### src/verilog/ead_defs.svh
// How it works
// [RULE_01] Cycle charge counts four clocks per bus access; wait states stretch it.
// [RULE_02] Charge covers opcode fetch plus every operand read and result store.
// [RULE_03] Each addressing mode maps to its data, memory, control, alterable categories.
// [RULE_04] Modes 000-110 use register field; mode 111 selects absolute or PC forms.
// [RULE_05] Decimal add sums destination, source and extend; sets X, Z, C.
// [RULE_06] Decimal subtract and negate in BCD; set X, Z, C; N, V undefined.
// [RULE_07] Bit tests put inverted bit in Z; set, clear, invert variants modify it.
// [RULE_08] Bounds check traps below zero or above bound; N updated, X kept.
// [RULE_09] Loop branch: false condition decrements counter, branches unless it hits -1.
// [RULE_10] Test-and-mark sets N, Z, clears V, C, then sets bit 7.
// [RULE_11] Move copies source, sets N, Z, clears V and C, keeps X.
// [RULE_12] Subtract with extend stores dst-src-X and updates all five flags.
// [RULE_13] Immediate AND, OR, XOR combine with condition byte or status word.
// [RULE_14] Move to status word loads all flags; move from it changes none.
// [RULE_15] Stop loads status word from immediate, then halts execution.
// [RULE_16] Return-restore pops condition byte first, then program counter.
// [RULE_17] Swap exchanges register halves; N, Z from result, V, C cleared.
// [RULE_18] Set-on-condition writes ones or zeros to a byte; flags unchanged.
// [RULE_19] Frame link pushes register, copies stack pointer, adds displacement.
// [RULE_20] Execution starts only with opcode and following word held in prefetch.
// [RULE_21] Supervisor bit picks stack pointer; traps always use supervisor stack.
// [RULE_22] Disallowed or unassigned addressing modes are illegal, never executed.
`ifndef EAD_DEFS_SVH
`define EAD_DEFS_SVH
`define EAD_BUS_CLKS 10'h004
`define EAD_PF_WORDS 2'h2
`define EAD_X 4
`define EAD_N 3
`define EAD_Z 2
`define EAD_V 1
`define EAD_C 0
`define EAD_S_BIT 13
`define EAD_MARK_BIT 7
`define EAD_SR_RST 16'h2000
`define EAD_SP_PUSH 32'h00000004
`define EAD_CCR_POP 32'h00000002
`define EAD_PC_POP 32'h00000004
`define EAD_BCD_ADJ 4'h6
`define EAD_BCD_MAX 5'h09
`define EAD_CAT_DATA 3
`define EAD_CAT_MEM 2
`define EAD_CAT_CTL 1
`define EAD_CAT_ALT 0
`endif

### src/verilog/ead_pkg.sv
package ead_pkg;
   typedef enum logic [4:0] {
      op_move = 5'h00, op_subtract_with_extend = 5'h01, op_dec_add = 5'h02, op_dec_sub = 5'h03,
      op_dec_neg = 5'h04, op_bit_tst = 5'h05, op_bit_set = 5'h06, op_bit_clr = 5'h07,
      op_bit_inv = 5'h08, op_bounds = 5'h09, op_loop = 5'h0a, op_mark = 5'h0b,
      op_swap = 5'h0c, op_setcc = 5'h0d, op_and_ccr = 5'h0e, op_or_ccr = 5'h0f,
      op_xor_ccr = 5'h10, op_and_sr = 5'h11, op_or_sr = 5'h12, op_xor_sr = 5'h13,
      op_to_sr = 5'h14, op_from_sr = 5'h15, op_stop = 5'h16, op_rtr = 5'h17,
      op_link = 5'h18
   } ead_op_t;
   typedef enum logic [1:0] {
      sz_byte = 2'h0, sz_word = 2'h1, sz_long = 2'h2
   } ead_size_t;
   typedef enum logic [1:0] {
      s_idle = 2'h0, s_pop_pc = 2'h1, s_busy = 2'h2, s_halt = 2'h3
   } ead_state_t;
endpackage

### src/verilog/ead_ea_decode.sv
`include "ead_defs.svh"
module ead_ea_decode (
   // Mode and register fields
   input wire logic [2:0] mode,
   input wire logic [2:0] regf,
   // Categories
   output logic [3:0] cat,
   output logic valid
);
   wire m7 = mode == 3'h7;
   // --------
   // Field decode
   // --------
   // [RULE_04] Mode 111 uses register field
   assign valid = !m7 || regf <= 3'h4;
   // [RULE_03] Category membership
   assign cat[`EAD_CAT_DATA] = mode != 3'h1;
   assign cat[`EAD_CAT_MEM] = mode >= 3'h2;
   assign cat[`EAD_CAT_CTL] = mode == 3'h2 || mode == 3'h5 || mode == 3'h6 ||
      (m7 && regf != 3'h4);
   assign cat[`EAD_CAT_ALT] = !m7 || regf <= 3'h1;
endmodule

### src/verilog/ead_bcd.sv
`include "ead_defs.svh"
module ead_bcd (
   // Operands
   input wire logic [7:0] a,
   input wire logic [7:0] b,
   input wire logic x_in,
   input wire logic sub,
   // Result
   output logic [7:0] res,
   output logic carry
);
   wire [2:0] cy;
   assign cy[0] = x_in;
   // --------
   // Digit chain
   // --------
   for (genvar i = 0; i < 2; i++) begin : g_dig
      wire [4:0] da = {1'b0, a[4*i+3:4*i]};
      wire [4:0] db = {1'b0, b[4*i+3:4*i]};
      wire [4:0] raw = sub ? da - db - {4'h0, cy[i]} : da + db + {4'h0, cy[i]};
      wire adj = sub ? raw[4] : raw > `EAD_BCD_MAX;
      // [RULE_05] [RULE_06] Decimal digit adjust
      assign res[4*i+3:4*i] = !adj ? raw[3:0] :
         sub ? raw[3:0] - `EAD_BCD_ADJ : raw[3:0] + `EAD_BCD_ADJ;
      assign cy[i+1] = adj;
   end
   assign carry = cy[2];
endmodule

### src/verilog/ead_exec.sv
`include "ead_defs.svh"
module ead_exec (
   // Clock and reset
   input wire logic clk,
   input wire logic rst,
   // Command
   input wire logic start,
   input wire ead_pkg::ead_op_t op,
   input wire ead_pkg::ead_size_t sz,
   input wire logic [1:0] pf_cnt,
   input wire logic resume,
   // Effective address
   input wire logic [2:0] ea_mode,
   input wire logic [2:0] ea_reg,
   input wire logic [3:0] req_cat,
   // Operands
   input wire logic [31:0] src,
   input wire logic [31:0] dst,
   input wire logic [15:0] imm,
   input wire logic [4:0] bit_num,
   input wire logic cond_true,
   input wire logic [15:0] sr_in,
   input wire logic [31:0] pc_in,
   input wire logic [31:0] sp_in,
   // Timing
   input wire logic [3:0] n_reads,
   input wire logic [3:0] n_writes,
   input wire logic [7:0] int_clks,
   input wire logic bus_wait,
   // Results
   output logic [31:0] res_q,
   output logic [15:0] sr_q,
   output logic [31:0] pc_q,
   output logic [31:0] sp_q,
   output logic [31:0] an_q,
   output logic [31:0] push_q,
   output logic sp_super_q,
   output logic trap_q,
   output logic illegal_q,
   output logic branch_q,
   // Status
   output logic done_q,
   output logic busy_q,
   output logic halted_q,
   output logic [9:0] cycles_q
);
   import ead_pkg::*;

   ead_state_t state_q, state_d;
   logic [9:0] rem_q;
   logic stop_q, w1_q, w2_q;
   logic [31:0] res_d, pc_d, sp_d, an_d, push_d;
   logic [15:0] sr_d;
   logic trap_d, br_d;

   // ----------------------------------------
   // Address mode check
   // ----------------------------------------
   wire [3:0] cat;
   wire ea_valid;
   ead_ea_decode u_ea (
      .mode(ea_mode),
      .regf(ea_reg),
      .cat(cat),
      .valid(ea_valid)
   );
   // [RULE_22] Refuse bad modes
   wire ill = !ea_valid || (req_cat & ~cat) != 4'h0;
   // [RULE_20] Both prefetch words held
   wire acc = start && state_q == s_idle && pf_cnt == `EAD_PF_WORDS;
   wire run = acc && !ill;

   // ----------------------------------------
   // Operand shaping
   // ----------------------------------------
   wire xf = sr_in[`EAD_X];
   wire [31:0] msk = sz == sz_byte ? 32'h000000ff :
      sz == sz_word ? 32'h0000ffff : 32'hffffffff;
   wire [4:0] top = sz == sz_byte ? 5'h07 : sz == sz_word ? 5'h0f : 5'h1f;
   wire [31:0] sm = src & msk;
   wire [31:0] dm = dst & msk;
   wire [31:0] keep = dst & ~msk;
   wire [32:0] dif = {1'b0, dm} - {1'b0, sm} - {32'h0, xf};
   wire [31:0] difm = dif[31:0] & msk;
   wire dif_c = dif[{1'b0, top} + 6'h01];
   wire dif_v = (dm[top] ^ sm[top]) & (dm[top] ^ difm[top]);

   // Decimal path shares one adder for all three forms
   wire [7:0] bcd_r;
   wire bcd_c;
   ead_bcd u_bcd (
      .a(op == op_dec_neg ? 8'h00 : dst[7:0]),
      .b(op == op_dec_neg ? dst[7:0] : src[7:0]),
      .x_in(xf),
      .sub(op != op_dec_add),
      .res(bcd_r),
      .carry(bcd_c)
   );

   // Register operands wrap the bit number at 32, memory bytes at 8
   wire [4:0] bi = ea_mode == 3'h0 ? bit_num : {2'h0, bit_num[2:0]};
   wire [31:0] bmask = 32'h00000001 << bi;
   wire bsel = dst[bi];
   wire bnd_lo = dst[15];
   wire bnd_hi = $signed(dst[15:0]) > $signed(src[15:0]);
   wire [15:0] lp_cnt = dst[15:0] - 16'h0001;
   wire [31:0] dsp = {{16{imm[15]}}, imm};
   wire [31:0] sp_push = sp_in - `EAD_SP_PUSH;
   wire [31:0] swp = {dst[15:0], dst[31:16]};
   wire [7:0] mark_b = dst[7:0];

   // ----------------------------------------
   // Operation and flag update
   // ----------------------------------------
   always_comb begin
      res_d = dst;
      sr_d = sr_in;
      pc_d = pc_in;
      sp_d = sp_in;
      an_d = an_q;
      push_d = push_q;
      trap_d = 1'b0;
      br_d = 1'b0;
      unique case (op)
         op_move: begin
            // [RULE_11] Copy and flag
            res_d = keep | sm;
            sr_d[`EAD_N] = sm[top];
            sr_d[`EAD_Z] = sm == 32'h0;
            sr_d[`EAD_V] = 1'b0;
            sr_d[`EAD_C] = 1'b0;
         end
         op_subtract_with_extend: begin
            // [RULE_12] All five flags
            res_d = keep | difm;
            sr_d[`EAD_X] = dif_c;
            sr_d[`EAD_C] = dif_c;
            sr_d[`EAD_N] = difm[top];
            sr_d[`EAD_Z] = difm == 32'h0;
            sr_d[`EAD_V] = dif_v;
         end
         op_dec_add, op_dec_sub, op_dec_neg: begin
            // [RULE_05] [RULE_06] Decimal flags
            res_d = {dst[31:8], bcd_r};
            sr_d[`EAD_X] = bcd_c;
            sr_d[`EAD_C] = bcd_c;
            if (bcd_r != 8'h00) begin
               sr_d[`EAD_Z] = 1'b0;
            end
         end
         op_bit_tst, op_bit_set, op_bit_clr, op_bit_inv: begin
            // [RULE_07] Inverted bit to zero flag
            sr_d[`EAD_Z] = !bsel;
            if (op == op_bit_set) begin
               res_d = dst | bmask;
            end else if (op == op_bit_clr) begin
               res_d = dst & ~bmask;
            end else if (op == op_bit_inv) begin
               res_d = dst ^ bmask;
            end
         end
         op_bounds: begin
            // [RULE_08] Trap out of range
            trap_d = bnd_lo || bnd_hi;
            sr_d[`EAD_N] = bnd_lo;
         end
         op_loop: begin
            // [RULE_09] Decrement and branch
            if (!cond_true) begin
               res_d = {dst[31:16], lp_cnt};
               br_d = lp_cnt != 16'hffff;
               pc_d = br_d ? pc_in + dsp : pc_in;
            end
         end
         op_mark: begin
            // [RULE_10] Test then mark bit
            res_d = dst;
            res_d[`EAD_MARK_BIT] = 1'b1;
            sr_d[`EAD_N] = mark_b[7];
            sr_d[`EAD_Z] = mark_b == 8'h00;
            sr_d[`EAD_V] = 1'b0;
            sr_d[`EAD_C] = 1'b0;
         end
         op_swap: begin
            // [RULE_17] Exchange halves
            res_d = swp;
            sr_d[`EAD_N] = swp[31];
            sr_d[`EAD_Z] = swp == 32'h0;
            sr_d[`EAD_V] = 1'b0;
            sr_d[`EAD_C] = 1'b0;
         end
         op_setcc: begin
            // [RULE_18] Byte of ones or zeros
            res_d = {dst[31:8], cond_true ? 8'hff : 8'h00};
         end
         // [RULE_13] Immediate logic on flags
         op_and_ccr: sr_d[7:0] = sr_in[7:0] & imm[7:0];
         op_or_ccr: sr_d[7:0] = sr_in[7:0] | imm[7:0];
         op_xor_ccr: sr_d[7:0] = sr_in[7:0] ^ imm[7:0];
         op_and_sr: sr_d = sr_in & imm;
         op_or_sr: sr_d = sr_in | imm;
         op_xor_sr: sr_d = sr_in ^ imm;
         // [RULE_14] Load or store status word
         op_to_sr: sr_d = src[15:0];
         op_from_sr: res_d = {dst[31:16], sr_in};
         // [RULE_15] Load then halt
         op_stop: sr_d = imm;
         op_rtr: begin
            // [RULE_16] Condition byte popped first
            sr_d[7:0] = src[7:0];
            sp_d = sp_in + `EAD_CCR_POP;
         end
         op_link: begin
            // [RULE_19] Push, copy, allocate
            push_d = src;
            an_d = sp_push;
            sp_d = sp_push + dsp;
         end
         default: begin
            res_d = dst;
         end
      endcase
   end

   // ----------------------------------------
   // Cycle charge
   // ----------------------------------------
   // [RULE_01] [RULE_02] Fetch, reads, writes at four clocks each
   wire [9:0] charge = `EAD_BUS_CLKS * (10'h001 + {6'h0, n_reads} + {6'h0, n_writes}) +
      {2'h0, int_clks};
   wire counting = state_q == s_pop_pc || state_q == s_busy;
   // [RULE_01] Wait states hold the count
   wire last = state_q == s_busy && !w2_q && rem_q == 10'h001;

   always_comb begin
      state_d = state_q;
      unique case (state_q)
         s_idle: begin
            if (acc) begin
               state_d = !ill && op == op_rtr ? s_pop_pc : s_busy;
            end
         end
         s_pop_pc: state_d = s_busy;
         s_busy: begin
            if (last) begin
               state_d = stop_q ? s_halt : s_idle;
            end
         end
         s_halt: begin
            if (resume) begin
               state_d = s_idle;
            end
         end
      endcase
   end

   // ----------------------------------------
   // Sequencer registers
   // ----------------------------------------
   // Pin input, two flops before use
   always_ff @(posedge clk or posedge rst) begin
      if (rst) begin
         w1_q <= 1'b0;
         w2_q <= 1'b0;
      end else begin
         w1_q <= bus_wait;
         w2_q <= w1_q;
      end
   end

   always_ff @(posedge clk or posedge rst) begin
      if (rst) begin
         state_q <= s_idle;
         busy_q <= 1'b0;
         halted_q <= 1'b0;
         done_q <= 1'b0;
      end else begin
         state_q <= state_d;
         busy_q <= state_d == s_pop_pc || state_d == s_busy;
         halted_q <= state_d == s_halt;
         done_q <= last;
      end
   end

   // Illegal addressing modes still cost their own fetch
   always_ff @(posedge clk or posedge rst) begin
      if (rst) begin
         rem_q <= 10'h000;
         cycles_q <= 10'h000;
      end else if (acc) begin
         rem_q <= ill ? `EAD_BUS_CLKS : charge;
         cycles_q <= 10'h000;
      end else if (counting) begin
         rem_q <= w2_q && state_q == s_busy ? rem_q : rem_q - 10'h001;
         cycles_q <= cycles_q + 10'h001;
      end
   end

   always_ff @(posedge clk or posedge rst) begin
      if (rst) begin
         stop_q <= 1'b0;
         illegal_q <= 1'b0;
         trap_q <= 1'b0;
         branch_q <= 1'b0;
         sp_super_q <= 1'b1;
      end else if (acc) begin
         stop_q <= run && op == op_stop;
         illegal_q <= ill;
         trap_q <= run && trap_d;
         branch_q <= run && br_d;
         // [RULE_21] Traps force supervisor stack
         sp_super_q <= sr_in[`EAD_S_BIT] || ill || trap_d;
      end
   end

   // ----------------------------------------
   // Result registers
   // ----------------------------------------
   always_ff @(posedge clk or posedge rst) begin
      if (rst) begin
         res_q <= 32'h0;
         sr_q <= `EAD_SR_RST;
         an_q <= 32'h0;
         push_q <= 32'h0;
      end else if (run) begin
         res_q <= res_d;
         sr_q <= sr_d;
         an_q <= an_d;
         push_q <= push_d;
      end
   end

   always_ff @(posedge clk or posedge rst) begin
      if (rst) begin
         pc_q <= 32'h0;
         sp_q <= 32'h0;
      end else if (run) begin
         pc_q <= pc_d;
         sp_q <= sp_d;
      end else if (state_q == s_pop_pc) begin
         // [RULE_16] Program counter popped second
         pc_q <= res_q;
         sp_q <= sp_q + `EAD_PC_POP;
      end
   end

   // ----------------------------------------
   // Checks
   // ----------------------------------------
   property p_pf_gate;
      @(posedge clk) disable iff (rst)
      state_q == s_idle && start && pf_cnt != `EAD_PF_WORDS |=> !busy_q;
   endproperty
   a_pf_gate: assert property (p_pf_gate) else $error("start without prefetch"); // [RULE_20]

   property p_wait_hold;
      @(posedge clk) disable iff (rst)
      state_q == s_busy && w2_q |=> rem_q == $past(rem_q) && busy_q;
   endproperty
   a_wait_hold: assert property (p_wait_hold) else $error("wait not held"); // [RULE_01]

   property p_charge;
      @(posedge clk) disable iff (rst)
      done_q |-> cycles_q >= `EAD_BUS_CLKS;
   endproperty
   a_charge: assert property (p_charge) else $error("charge too short"); // [RULE_02]

   property p_illegal;
      @(posedge clk) disable iff (rst)
      acc && ill |=> illegal_q && sp_super_q && sr_q == $past(sr_q) && res_q == $past(res_q);
   endproperty
   a_illegal: assert property (p_illegal) else $error("illegal executed"); // [RULE_22]

   property p_stop;
      @(posedge clk) disable iff (rst)
      run && op == op_stop |=> sr_q == $past(imm) ##0 stop_q;
   endproperty
   a_stop: assert property (p_stop) else $error("stop load wrong"); // [RULE_15]

   property p_rtr;
      @(posedge clk) disable iff (rst)
      run && op == op_rtr |=> state_q == s_pop_pc ##1 pc_q == $past(res_q) && busy_q;
   endproperty
   a_rtr: assert property (p_rtr) else $error("pop order wrong"); // [RULE_16]

   property p_swap;
      @(posedge clk) disable iff (rst)
      run && op == op_swap |=> res_q == {$past(dst[15:0]), $past(dst[31:16])}
         && !sr_q[`EAD_V] && !sr_q[`EAD_C];
   endproperty
   a_swap: assert property (p_swap) else $error("swap wrong"); // [RULE_17]

   property p_setcc;
      @(posedge clk) disable iff (rst)
      run && op == op_setcc |=> sr_q == $past(sr_in) && res_q[0] == $past(cond_true);
   endproperty
   a_setcc: assert property (p_setcc) else $error("set byte wrong"); // [RULE_18]

   property p_mark;
      @(posedge clk) disable iff (rst)
      run && op == op_mark |=> res_q[7] && sr_q[`EAD_Z] == ($past(dst[7:0]) == 8'h00);
   endproperty
   a_mark: assert property (p_mark) else $error("mark wrong"); // [RULE_10]

   property p_super;
      @(posedge clk) disable iff (rst)
      run && trap_d |=> sp_super_q && trap_q;
   endproperty
   a_super: assert property (p_super) else $error("trap not supervisor"); // [RULE_21]
endmodule

### config.mk
export PLATFORM = sky130hd
export DESIGN_NAME = ead_exec
export DESIGN_NICKNAME = d
export VERILOG_FILES = /design/src/verilog/ead_pkg.sv /design/src/verilog/ead_ea_decode.sv /design/src/verilog/ead_bcd.sv /design/src/verilog/ead_exec.sv
export VERILOG_INCLUDE_DIRS = /design/src /design/src/verilog
export SDC_FILE = /design/constraint.sdc
export NUM_CORES = 1
export LEC_CHECK = 0
export BUFFER_PORTS_ARGS = -buffer_cell sky130_fd_sc_hd__buf_2
export CORE_MARGIN = 2
export CORE_UTILIZATION = 35
export DETAILED_ROUTE_END_ITERATION = 12
export PLACE_DENSITY = 0.62
export SYNTH_ARGS = -nofsm -noshare
export SYNTH_HDL_FRONTEND = slang
export SYNTH_SLANG_ARGS = --single-unit
### constraint.sdc
create_clock -name clk -period 9.7 [get_ports clk]
set_input_delay 1.455 -clock clk [delete_from_list [all_inputs] [get_ports clk]]
set_output_delay 1.455 -clock clk [all_outputs]
set_load 0.005 [all_outputs]
======== Yosys cells after proc, flatten, opt, wreduce, memory -nomap -nowiden ========
Index checks and enable logic that the tools add are counted.
word-level totals
  register bits ........................... 208
  bits in latches ......................... 0
  memory bits (writable) .................. 0
  ROM bits ................................ 0
  input port bits ......................... 206
  output and inout bits ................... 193
  logic and storage cells ................. 227
  memories ................................ 0
cells by class
  add/subtract/negate cells ............... 26
  multiply operators ...................... 0
  divide/modulo/power cells ............... 0
  magnitude comparators ................... 9
  eq/ne operators ......................... 42
  shifts and indexed selects .............. 1
  multiplexer cells ....................... 62
  bitwise gates (word level) .............. 22
  reductions and logical operators ........ 46
operators with widths
  cell                                                                    number
  32-bit 2-to-1 mux                                                       12
  32-bit one-hot mux with 9 select lines                                  1
  32-bit AND                                                              5
  32-bit logical NOT                                                      3
  32-bit bitwise OR                                                       3
  32-bit adder                                                            2
  32-bit NOT                                                              2
  32-bit one-hot mux with 2 select lines                                  1
  10-bit 2-to-1 mux                                                       5
  5-bit equality test (second input constant)                             9
  5-bit by 4-bit equality test with 1-bit output (second input constant)  8
  8-bit one-hot mux with 5 select lines                                   1
  32-bit by 32-bit subtractor with 33-bit output                          1
  33-bit by 1-bit subtractor with 33-bit output                           1
  32-bit by 2-bit adder with 32-bit output (second input constant)        1
  32-bit by 3-bit adder with 32-bit output (second input constant)        1
  1-bit by 5-bit << shifter with 32-bit output (first input constant)     1
  32-bit by 3-bit subtractor with 32-bit output (second input constant)   1
  32-bit bitwise XOR                                                      1
  5-bit 2-to-1 mux                                                        5
  8-bit 2-to-1 mux                                                        3
  3-bit one-hot mux with 8 select lines                                   1
  1-bit binary-select mux with 5-bit select                               4
  5-bit by 3-bit equality test with 1-bit output (second input constant)  4
  other kinds (67)                                                        132

======== Logic depth before layout (Yosys ltp) ========
Gate-level depths: netlist of the first run.
  depth after elaboration ................. 15
  mapped depth ............................ 29
  depth with buffers taken out ............ 27

======== Modules after synthesis ========
A second synthesis of the first run with hierarchy kept.
unflattened totals
  cell total of the unflattened synthesis .. 3207
  area total of the unflattened synthesis .. 24477.2 µm²
modules (own cells, without submodules)
  module         times used  cells an instance  area an instance (µm²)  seq. area each (µm²)
  ead_exec       1           3033               23153.5                 5207.5
  ead_bcd        1           164                1261.2                  0.0
  ead_ea_decode  1           10                 62.6                    0.0

======== Worst setup path before layout of the first run ========
OpenSTA, ideal clock, no wires.
  path kind ............................... input to register
  start point ............................. input op[1]
  end point ............................... register sr_q[2]
  data arrival time ....................... 6.566 ns
  required time ........................... 9.624 ns
  setup slack ............................. 3.058 ns
  cell stages on the path ................. 28
  buffers on the path ..................... 2
  cell sequence ........................... buf_2 or3_1 clkbuf_1 nor2_1 a21oi_1 and2_1 nor2_1 ha_1 or2_2 inv_1 fa_1 nand2_1 a21oi_1 xnor2_1 mux2_2 o21ai_1 fa_1 fa_1 a21boi_0 o21a_1 nor3_1 a31oi_1 o21ai_0 nor3b_1 o2111ai_1 a2111oi_0 o22ai_1 o21ai_1
on the way
  longest elaborated chain between the ends .. 15
RTL lines
  what                                                                                                          line                                             source
  start: declaration                                                                                            ead_exec.sv:8                                    input wire ead_pkg::ead_op_t op,
  5-bit by 3-bit equality test with 1-bit output                                                                ead_exec.sv:92, ead_exec.sv:93, ead_exec.sv:124
  8-bit 2-to-1 mux (on tied branches)                                                                           ead_exec.sv:92, ead_exec.sv:93
  4-bit by 4-bit adder with 5-bit output / 4-bit by 4-bit subtractor with 5-bit output (equally long branches)  ead_bcd.sv:20                                    wire [4:0] raw = sub ? da - db - {4'h0, cy[i]} : da + db + {4'h0, cy[i]};
  5-bit by 1-bit adder with 5-bit output / 5-bit by 1-bit subtractor with 5-bit output (equally long branches)  ead_bcd.sv:20
  5-bit 2-to-1 mux                                                                                              ead_bcd.sv:20
  5-bit by 4-bit > comparator with 1-bit output (no source line)                                                -
  1-bit 2-to-1 mux (no source line)                                                                             -
  5-bit by 1-bit adder with 5-bit output / 5-bit by 1-bit subtractor with 5-bit output (equally long branches)  ead_bcd.sv:20
  5-bit 2-to-1 mux                                                                                              ead_bcd.sv:20
  4-bit by 3-bit adder with 4-bit output (no source line), or another cell as far along                         -
  4-bit 2-to-1 mux (no source line) / 1-bit 2-to-1 mux (equally long branches)                                  -
  4-bit 2-to-1 mux (no source line)                                                                             -
  8-bit nonzero test                                                                                            ead_exec.sv:147                                  if (bcd_r != 8'h00) begin
  1-bit 2-to-1 mux                                                                                              ead_exec.sv:147
  1-bit one-hot mux with 14 select lines (*)                                                                    ead_exec.sv:124                                  unique case (op)
  end signal: assignment                                                                                        ead_exec.sv:322                                  sr_q <= `EAD_SR_RST;
  end signal: assignment                                                                                        ead_exec.sv:327                                  sr_q <= sr_d;
  end: declaration                                                                                              ead_exec.sv:32                                   output logic [15:0] sr_q,
Every way passes the cells marked *; elsewhere a longest branch is shown, timed or not.
A chain may end at the register's enable or synchronous reset.

======== Worst setup path in the final report of the first run ========
  start point ............................. input op[4]
  end point ............................... register sr_q[2]
Same word-level chain as after synthesis.

==> flow_metrics.tcl, run 1 <==
set metrics [dict create \
    status "finished, final reports clean" \
    postCtsHoldBufs 0 \
    worst_pin_slew_ns 1.114 \
    path_common_cell "fa_1" \
    reg2reg_slack_ns 5.72 \
    postRouteAntennaNets 0 \
    synth_seq_area_share_pct 21.61 \
    synth-async-reset-ratio_pct 100.0 \
    first_global_vias 23720 \
    hold_viol 0 \
    placementRows 96 \
    finalWirelength_um 102400 \
    yosysWarningCount 0 \
    pwr_density_cell_nw_per_um2 170.7 \
    synthTopCellsByArea "dfrtp_1 21%, ha_1 14%, nand2_1 7.9%, a21oi_1 4.7%, o21ai_0 4.5%" \
    p_seq_share_pct 31.2 \
    p_leak_nw 13.00 \
    drcViolationCount 0 \
    setup_viol 0 \
    fin_setup_tns_ns 0 \
    combPwrFrac_pct 45.7 \
    arrival_ns 7.75 \
    setup_ws_ns 2.504 \
    drive_above_1_share_pct 15.34 \
    grt_usage_pct 27.87 \
    routedWlPerCell_um 23.28 \
    synth_edf_count 0 \
    dieArea_um2 70960 \
    io_pins 399 \
    dieHeight_um 266.4 \
    yosysTopAreaCellShare_pct 21.39 \
    post-route-util_pct 40.63 \
    fin_skew_ns 0.01664 \
    hpwl_um 78280 \
    antenna_found_initial 17 \
    gr-total-overflow 0 \
    syn_inst 3209 \
    worstSetupStartpointType "input port" \
    clockPowerShare_pct 23.1 \
    slew_violations 0 \
    cp-end-kind "flip-flop" \
    cell_internal_pwr_mw 2.675 \
    coreArea_um2 68350 \
    required_ns 10.25 \
    hold_class "reg2reg" \
    numClockSinks 208 \
    clk_pin_slew_ns 0.08 \
    fin_hold_ws_ns 0.3472 \
    cts_resized 0 \
    power_mw 4.741 \
    dp_cells 4341 \
    cpMaxStageDelayCell "nor2_1" \
    slew_headroom_pct 25.60 \
    timing.fmax_mhz 139.0 \
    die_x_um 266.4 \
    worst-setup-path-type "in2reg" \
    placed_area_um2 26810 \
    postSynthAreaPerCell_um2 7.509 \
    syn2layout_area_growth_pct 15.23 \
    synth.most_common_cell "nand2_1" \
    fin_nets 3986 \
    via_per_inst 5.851 \
    stdcell_count 4400 \
    swShare_pct 43.57 \
    routed-via-count 25750 \
    rsz0062_at_grt "no" \
    dr.pass1.iters 10 \
    postCtsSetupBuffers 0 \
    io_buffers 398 \
    vdd.ir_drop.worst_mv 0.1519 \
    initial_core_util_pct 35.26 \
    ys_types 90 \
    synth.net_count 3705 \
    syn-cell-area_um2 24100 \
    cts_buffers 29 \
    yosys.area.top_type "dfrtp_1" \
    timing.final.crit_share_pct 74.18 \
    clk_path_buf_depth 3 \
    synth-seq-cells 208 \
    crit_family "compound AO/OA/AOI/OAI gates" \
    drtIter0Drc 2751 \
    pre_cts_slack_ns 1.970 \
    synth_flop_cell "dfrtp_1" \
    maxCapViolations 0 \
    final_area_um2 27770 \
    cts_max_level 1 \
    root_buffer "clkbuf_16" \
    netSwitchingPower_mw 2.065 \
    cp_num_buf_inv 2 \
    cts_tree "done" \
    synth_common_cells "505 x nand2_1, 277 x ha_1, 228 x nor2_1" \
    gp_congestion 0.9944 \
    grt_start_max_net_pins 156 \
    cpPeakStageDelay_ns 0.55 \
    worst-path-max-fanout 32 \
    min_period_ns 7.196 \
    clkLatencyLatePin_ns 0.62 \
    grt_pass1_wl_um 150900 \
]
final cells by class:
type	instances	area (um2)
clock inverters	7	77.57
well taps	882	1104
diodes	11	27.53
repair buffers	428	2242
flip-flops and latches	208	5207
multi-input cells	2611	17450
inverters	212	803.3
fillers	7127	40580
clock buffers	41	850.8
worst paths after layout:
check                                          to                  from  depth (start not counted)
max reg2reg                   an_q[3]$_DFFE_PP0P_  state_q[1]$_DFF_PP0_                          7
min in group asynchronous          w1_q$_DFF_PP0_                   rst                          2
max                           sr_q[2]$_DFFE_PP0P_                 op[4]                         27
min                                w2_q$_DFF_PP0_        w1_q$_DFF_PP0_                          0
min reg2reg                        w2_q$_DFF_PP0_        w1_q$_DFF_PP0_                          0
max in group asynchronous  push_q[18]$_DFFE_PP0P_                   rst                          3
sequential cells by signal (all words and copies together) (netlist names):
register,count
an_q,32
pc_q,32
push_q,32
res_q,32
sp_q,32
sr_q,16
cycles_q,10
rem_q,10
state_q,2
branch_q,1
busy_q,1
done_q,1
halted_q,1
illegal_q,1
sp_super_q,1
stop_q,1
trap_q,1
w1_q,1
w2_q,1
cell usage in the layout, fill, tap and decap left out, drive strengths merged, types with 20 or more instances in the layout:
master	Yosys	final
a21oi	225	225
a31oi	55	55
mux2i	55	55
o21a	24	24
nand3	81	81
xor2	71	71
dfrtp	206	206
nand2	506	506
xnor2	82	82
a22oi	22	22
buf	31	428
nand4	39	39
and2	30	30
ha	277	277
inv	212	213
a21o	54	54
nor2	228	228
a221oi	36	36
nand2b	28	28
and3	30	30
o211ai	47	47
nor2b	47	47
clkbuf	147	41
or3	33	33
a211oi	49	49
o31ai	20	20
nor4	24	24
o21ai	224	224
nor3	71	71
power by group through the flow:
stage	combinational, mW	sequential, mW	clock [mW]
after floorplan	1.29	1.40	0
after global placement	2.12	1.48	0
after detailed placement	2.13	1.49	0
after CTS	2.14	1.47	1.12
after global routing	2.39	1.52	1.15
final	2.17	1.48	1.10
metal layers:
| layer | wire length, um | GRT usage (%) |
|---|---|---|
| met4 | 6063 | 14.32 |
| met2 | 43410 | 41.86 |
| met5 | 135 | 0 |
| met1 | 43190 | 37.32 |
| met3 | 9612 | 6.264 |
kinds of logic after synthesis:
kind of cell | share of synthesized area, %
muxes | 3.500
xor gates and xnor gates | 5.592
and+or+nand+nor | 23.01
AOI/OAI and AO/OA | 24.63
DFF | 21.61
adders and majority gates | 15.46
buffers and inverters | 6.200
Note: power is estimated with default switching activity, not from simulation.
==> inputs of run 2 (changes only) <==
--- a/config.mk
+++ b/config.mk
@@ -6,11 +6,12 @@
 export SDC_FILE = /design/constraint.sdc
 export NUM_CORES = 1
 export LEC_CHECK = 0
+export ABC_AREA = 1
 export BUFFER_PORTS_ARGS = -buffer_cell sky130_fd_sc_hd__buf_2
 export CORE_MARGIN = 2
 export CORE_UTILIZATION = 35
 export DETAILED_ROUTE_END_ITERATION = 12
-export PLACE_DENSITY = 0.62
+export PLACE_DENSITY = 0.64
 export SYNTH_ARGS = -nofsm -noshare
 export SYNTH_HDL_FRONTEND = slang
 export SYNTH_SLANG_ARGS = --single-unit
==> constraint.sdc (replaced) <==
create_clock -name clk -period 6 [get_ports clk]
set_input_delay 0.9 -clock clk [delete_from_list [all_inputs] [get_ports clk]]
set_output_delay 0.9 -clock clk [all_outputs]
set_load 0.005 [all_outputs]
==> run 2 against run 1 <==
  * Power grew 59%
  * Critical path depth rose by 15
  * Sequential share of layout area down 1.0 points
  * Clock-buffer cell count is 5 lower
  * Critical endpoint unchanged
  * Largest power group unchanged
  * Highest routed layer unchanged
==> flow_metrics.tcl, run 2 <==
set metrics [dict create \
    dieArea_um2 74610 \
    io_pins 399 \
    root_buffer "clkbuf_16" \
    synth_seq_area_share_pct 20.54 \
    drive_above_1_share_pct 13.63 \
    dr.pass1.iters 9 \
    synth-async-reset-ratio_pct 100.0 \
    cts_max_level 1 \
    via_per_inst 5.546 \
    drcViolationCount 0 \
    yosys.area.top_type "dfrtp_1" \
    fin_nets 4813 \
    cpPeakStageDelay_ns 0.51 \
    worst-path-max-fanout 5 \
    hold_viol 0 \
    status "finished, final reports clean" \
    timing.final.crit_share_pct 89.16 \
    swShare_pct 45.19 \
    cp-end-kind "flip-flop" \
    synth-seq-cells 208 \
    cts_tree "done" \
    dieHeight_um 273.2 \
    syn2layout_area_growth_pct 15.67 \
    hold_class "in2async" \
    first_global_vias 27190 \
    fin_skew_ns 0.04454 \
    synth_common_cells "984 x nand2_1, 497 x inv_1, 354 x o21ai_0" \
    finalWirelength_um 115000 \
    synth.net_count 4479 \
    cts_resized 0 \
    numClockSinks 208 \
    hpwl_um 92350 \
    synth_flop_cell "dfrtp_1" \
    path_common_cell "nand2_1" \
    grt_start_max_net_pins 133 \
    final_area_um2 29330 \
    slew_headroom_pct 21.58 \
    postRouteAntennaNets 0 \
    slew_violations 0 \
    vdd.ir_drop.worst_mv 0.2473 \
    die_x_um 273.2 \
    reg2reg_slack_ns 1.87 \
    wl_met3_um 12610 \
    combPwrFrac_pct 46.6 \
    grt_pass1_wl_um 169500 \
    reg2reg_from "state_q[0]$_DFF_PP0_" \
    clockPowerShare_pct 22.4 \
    n_fill_cell 7766 \
    dr.max_layer_used "met5" \
    placementRows 98 \
    timing.fmax_mhz 186.9 \
    fin_hold_ws_ns 0.3204 \
    r2r-end "sp_q[11]$_DFFE_PP0N_" \
    antenna_found_initial 9 \
    reg2reg_depth 10 \
    netSwitchingPower_mw 3.398 \
    fin_setup_tns_ns 0 \
    min_period_ns 5.350 \
    grt_usage_pct 29.67 \
    clk_pin_slew_ns 0.06 \
    syn_inst 3983 \
    coreArea_um2 71610 \
    worst-setup-path-type "in2reg" \
    required_ns 6.46 \
    cpMaxStageDelayCell "fa_1" \
    synthTopCellsByArea "dfrtp_1 20%, nand2_1 15%, ha_1 14%, inv_1 7.4%, o21ai_0 7.0%" \
    drtIter0Drc 3136 \
    cell_internal_pwr_mw 4.122 \
    power_mw 7.520 \
    clk_path_buf_depth 3 \
    seqCellArea_um2 5207 \
    p_leak_nw 15.03 \
    yosysTopAreaCellShare_pct 20.33 \
    synth.most_common_cell "nand2_1" \
    multi_input_area_um2 17610 \
    pwr_density_cell_nw_per_um2 256.4 \
    setup_viol 0 \
    routed-via-count 29380 \
    synth_edf_count 0 \
    ys_types 65 \
    postSynthAreaPerCell_um2 6.366 \
    arrival_ns 5.81 \
    gp_congestion 1.070 \
    worstSetupStartpointType "input port" \
    postCtsSetupBuffers 0 \
    final_cell_mix "984 x nand2_1, 495 x inv_1, 398 x buf_2" \
    p_seq_share_pct 31.0 \
    cp-startpoint "op[1]" \
    placed_area_um2 28400 \
    gr-total-overflow 0 \
    clkLatencyLatePin_ns 0.60 \
    initial_core_util_pct 35.41 \
    layout_commonest_cell "nand2_1" \
    yosysWarningCount 0 \
    cts_buffers 27 \
    routedWlPerCell_um 21.72 \
    wl_met2_um 49490 \
    drt-met1-wl_um 45990 \
    worst_pin_slew_ns 1.164 \
    maxCapViolations 0 \
    crit_end "sr_q[2]$_DFFE_PP0P_" \
    syn-cell-area_um2 25350 \
    postCtsHoldBufs 0 \
    rsz0062_at_grt "no" \
    io_buffers 398 \
]
-- run 2: cell count changes in the layout (fill, tap and decap cells not counted), sizes merged, moves of 43 or more --
cell / before / now
nor2: 228 / 361
nand2: 506 / 995
nor2b: 47 / 0
a21o: 54 / 11
a21oi: 225 / 277
inv: 213 / 512
mux2i: 55 / 0
o21ai: 224 / 360
nand3: 81 / 238
xnor2: 82 / 26
-- run 2: worst min-delay path by stage --
stage / start / endpoint / slack, ns / cells after the start
2_1_floorplan: w1_q$_DFF_PP0_ / w2_q$_DFF_PP0_ / 0.33 / 0
3_3_place_gp: w1_q$_DFF_PP0_ / w2_q$_DFF_PP0_ / 0.35 / 0
3_5_place_dp: w1_q$_DFF_PP0_ / w2_q$_DFF_PP0_ / 0.34 / 0
4_1_cts: rst / an_q[18]$_DFFE_PP0P_ / 0.30 / 2
5_1_grt: rst / an_q[22]$_DFFE_PP0P_ / 0.35 / 2
6_report: rst / an_q[3]$_DFFE_PP0P_ / 0.32 / 2
-- run 2: per-stage QoR --
step | util (%) | setup slack, ns | instances
2_1_floorplan | - | 0.08196 | 3983
3_3_place_gp | 39.67 | 0.1430 | 5238
3_5_place_dp | 39.67 | 0.05780 | 5238
4_1_cts | 40.92 | 0.6655 | 5287
5_1_grt | 40.93 | 0.05463 | 5289
6_report | 40.96 | 0.6503 | 5297
-- run 2: layout make-up --
cell class	instances	share of cell area (%)
Clock inverter	13	0.3712
Inverter	518	6.664
Sequential cell	208	17.76
Antenna cell	10	0.08532
Timing Repair Buffer	455	8.336
Tap cell	950	4.053
Clock buffer	36	2.692
Multi-Input combinational cell	3107	60.04
-- run 2: kinds of logic (layout without fill, tap and decap cells) --
family          count (synthesis)  count (layout)  synth area share (%)
buf+inv                       668            1022                 10.13
compound gates                905             905                 20.71
fa+ha+maj                     290             290                 14.70
simple gates                 1815            1815                 30.57
other cells                     0              10                     0
xor+xnor                       97              97                 3.351
flops                         208             208                 20.54
-- run 2: critical path, delay by kind of cell --
family,cells,cell delay [ns]
adder cells (fa/ha/maj),4,1.50
XOR/XNOR,2,0.26
AND/OR/NAND/NOR,25,1.99
AO/OA/AOI/OAI,3,0.48
buffers and inverters,8,0.68
-- run 2: power groups by stage --
stage / Combinational [mW] / Clock [mW] / Sequential [mW]
final: 3.51 / 1.68 / 2.33
after global routing: 3.91 / 1.77 / 2.39
after detailed placement: 3.46 / 0 / 2.35
after floorplan: 2.08 / 0 / 2.23
after global placement: 3.43 / 0 / 2.34
after CTS: 3.47 / 1.72 / 2.33
-- run 2: metal layers --
layer / GRT usage (%) / vias to the layer above
li1: - / 14070
met1: 38.16 / 13460
met2: 46.02 / 1544
met3: 7.135 / 301
met4: 15.37 / 2
met5: 0 / -
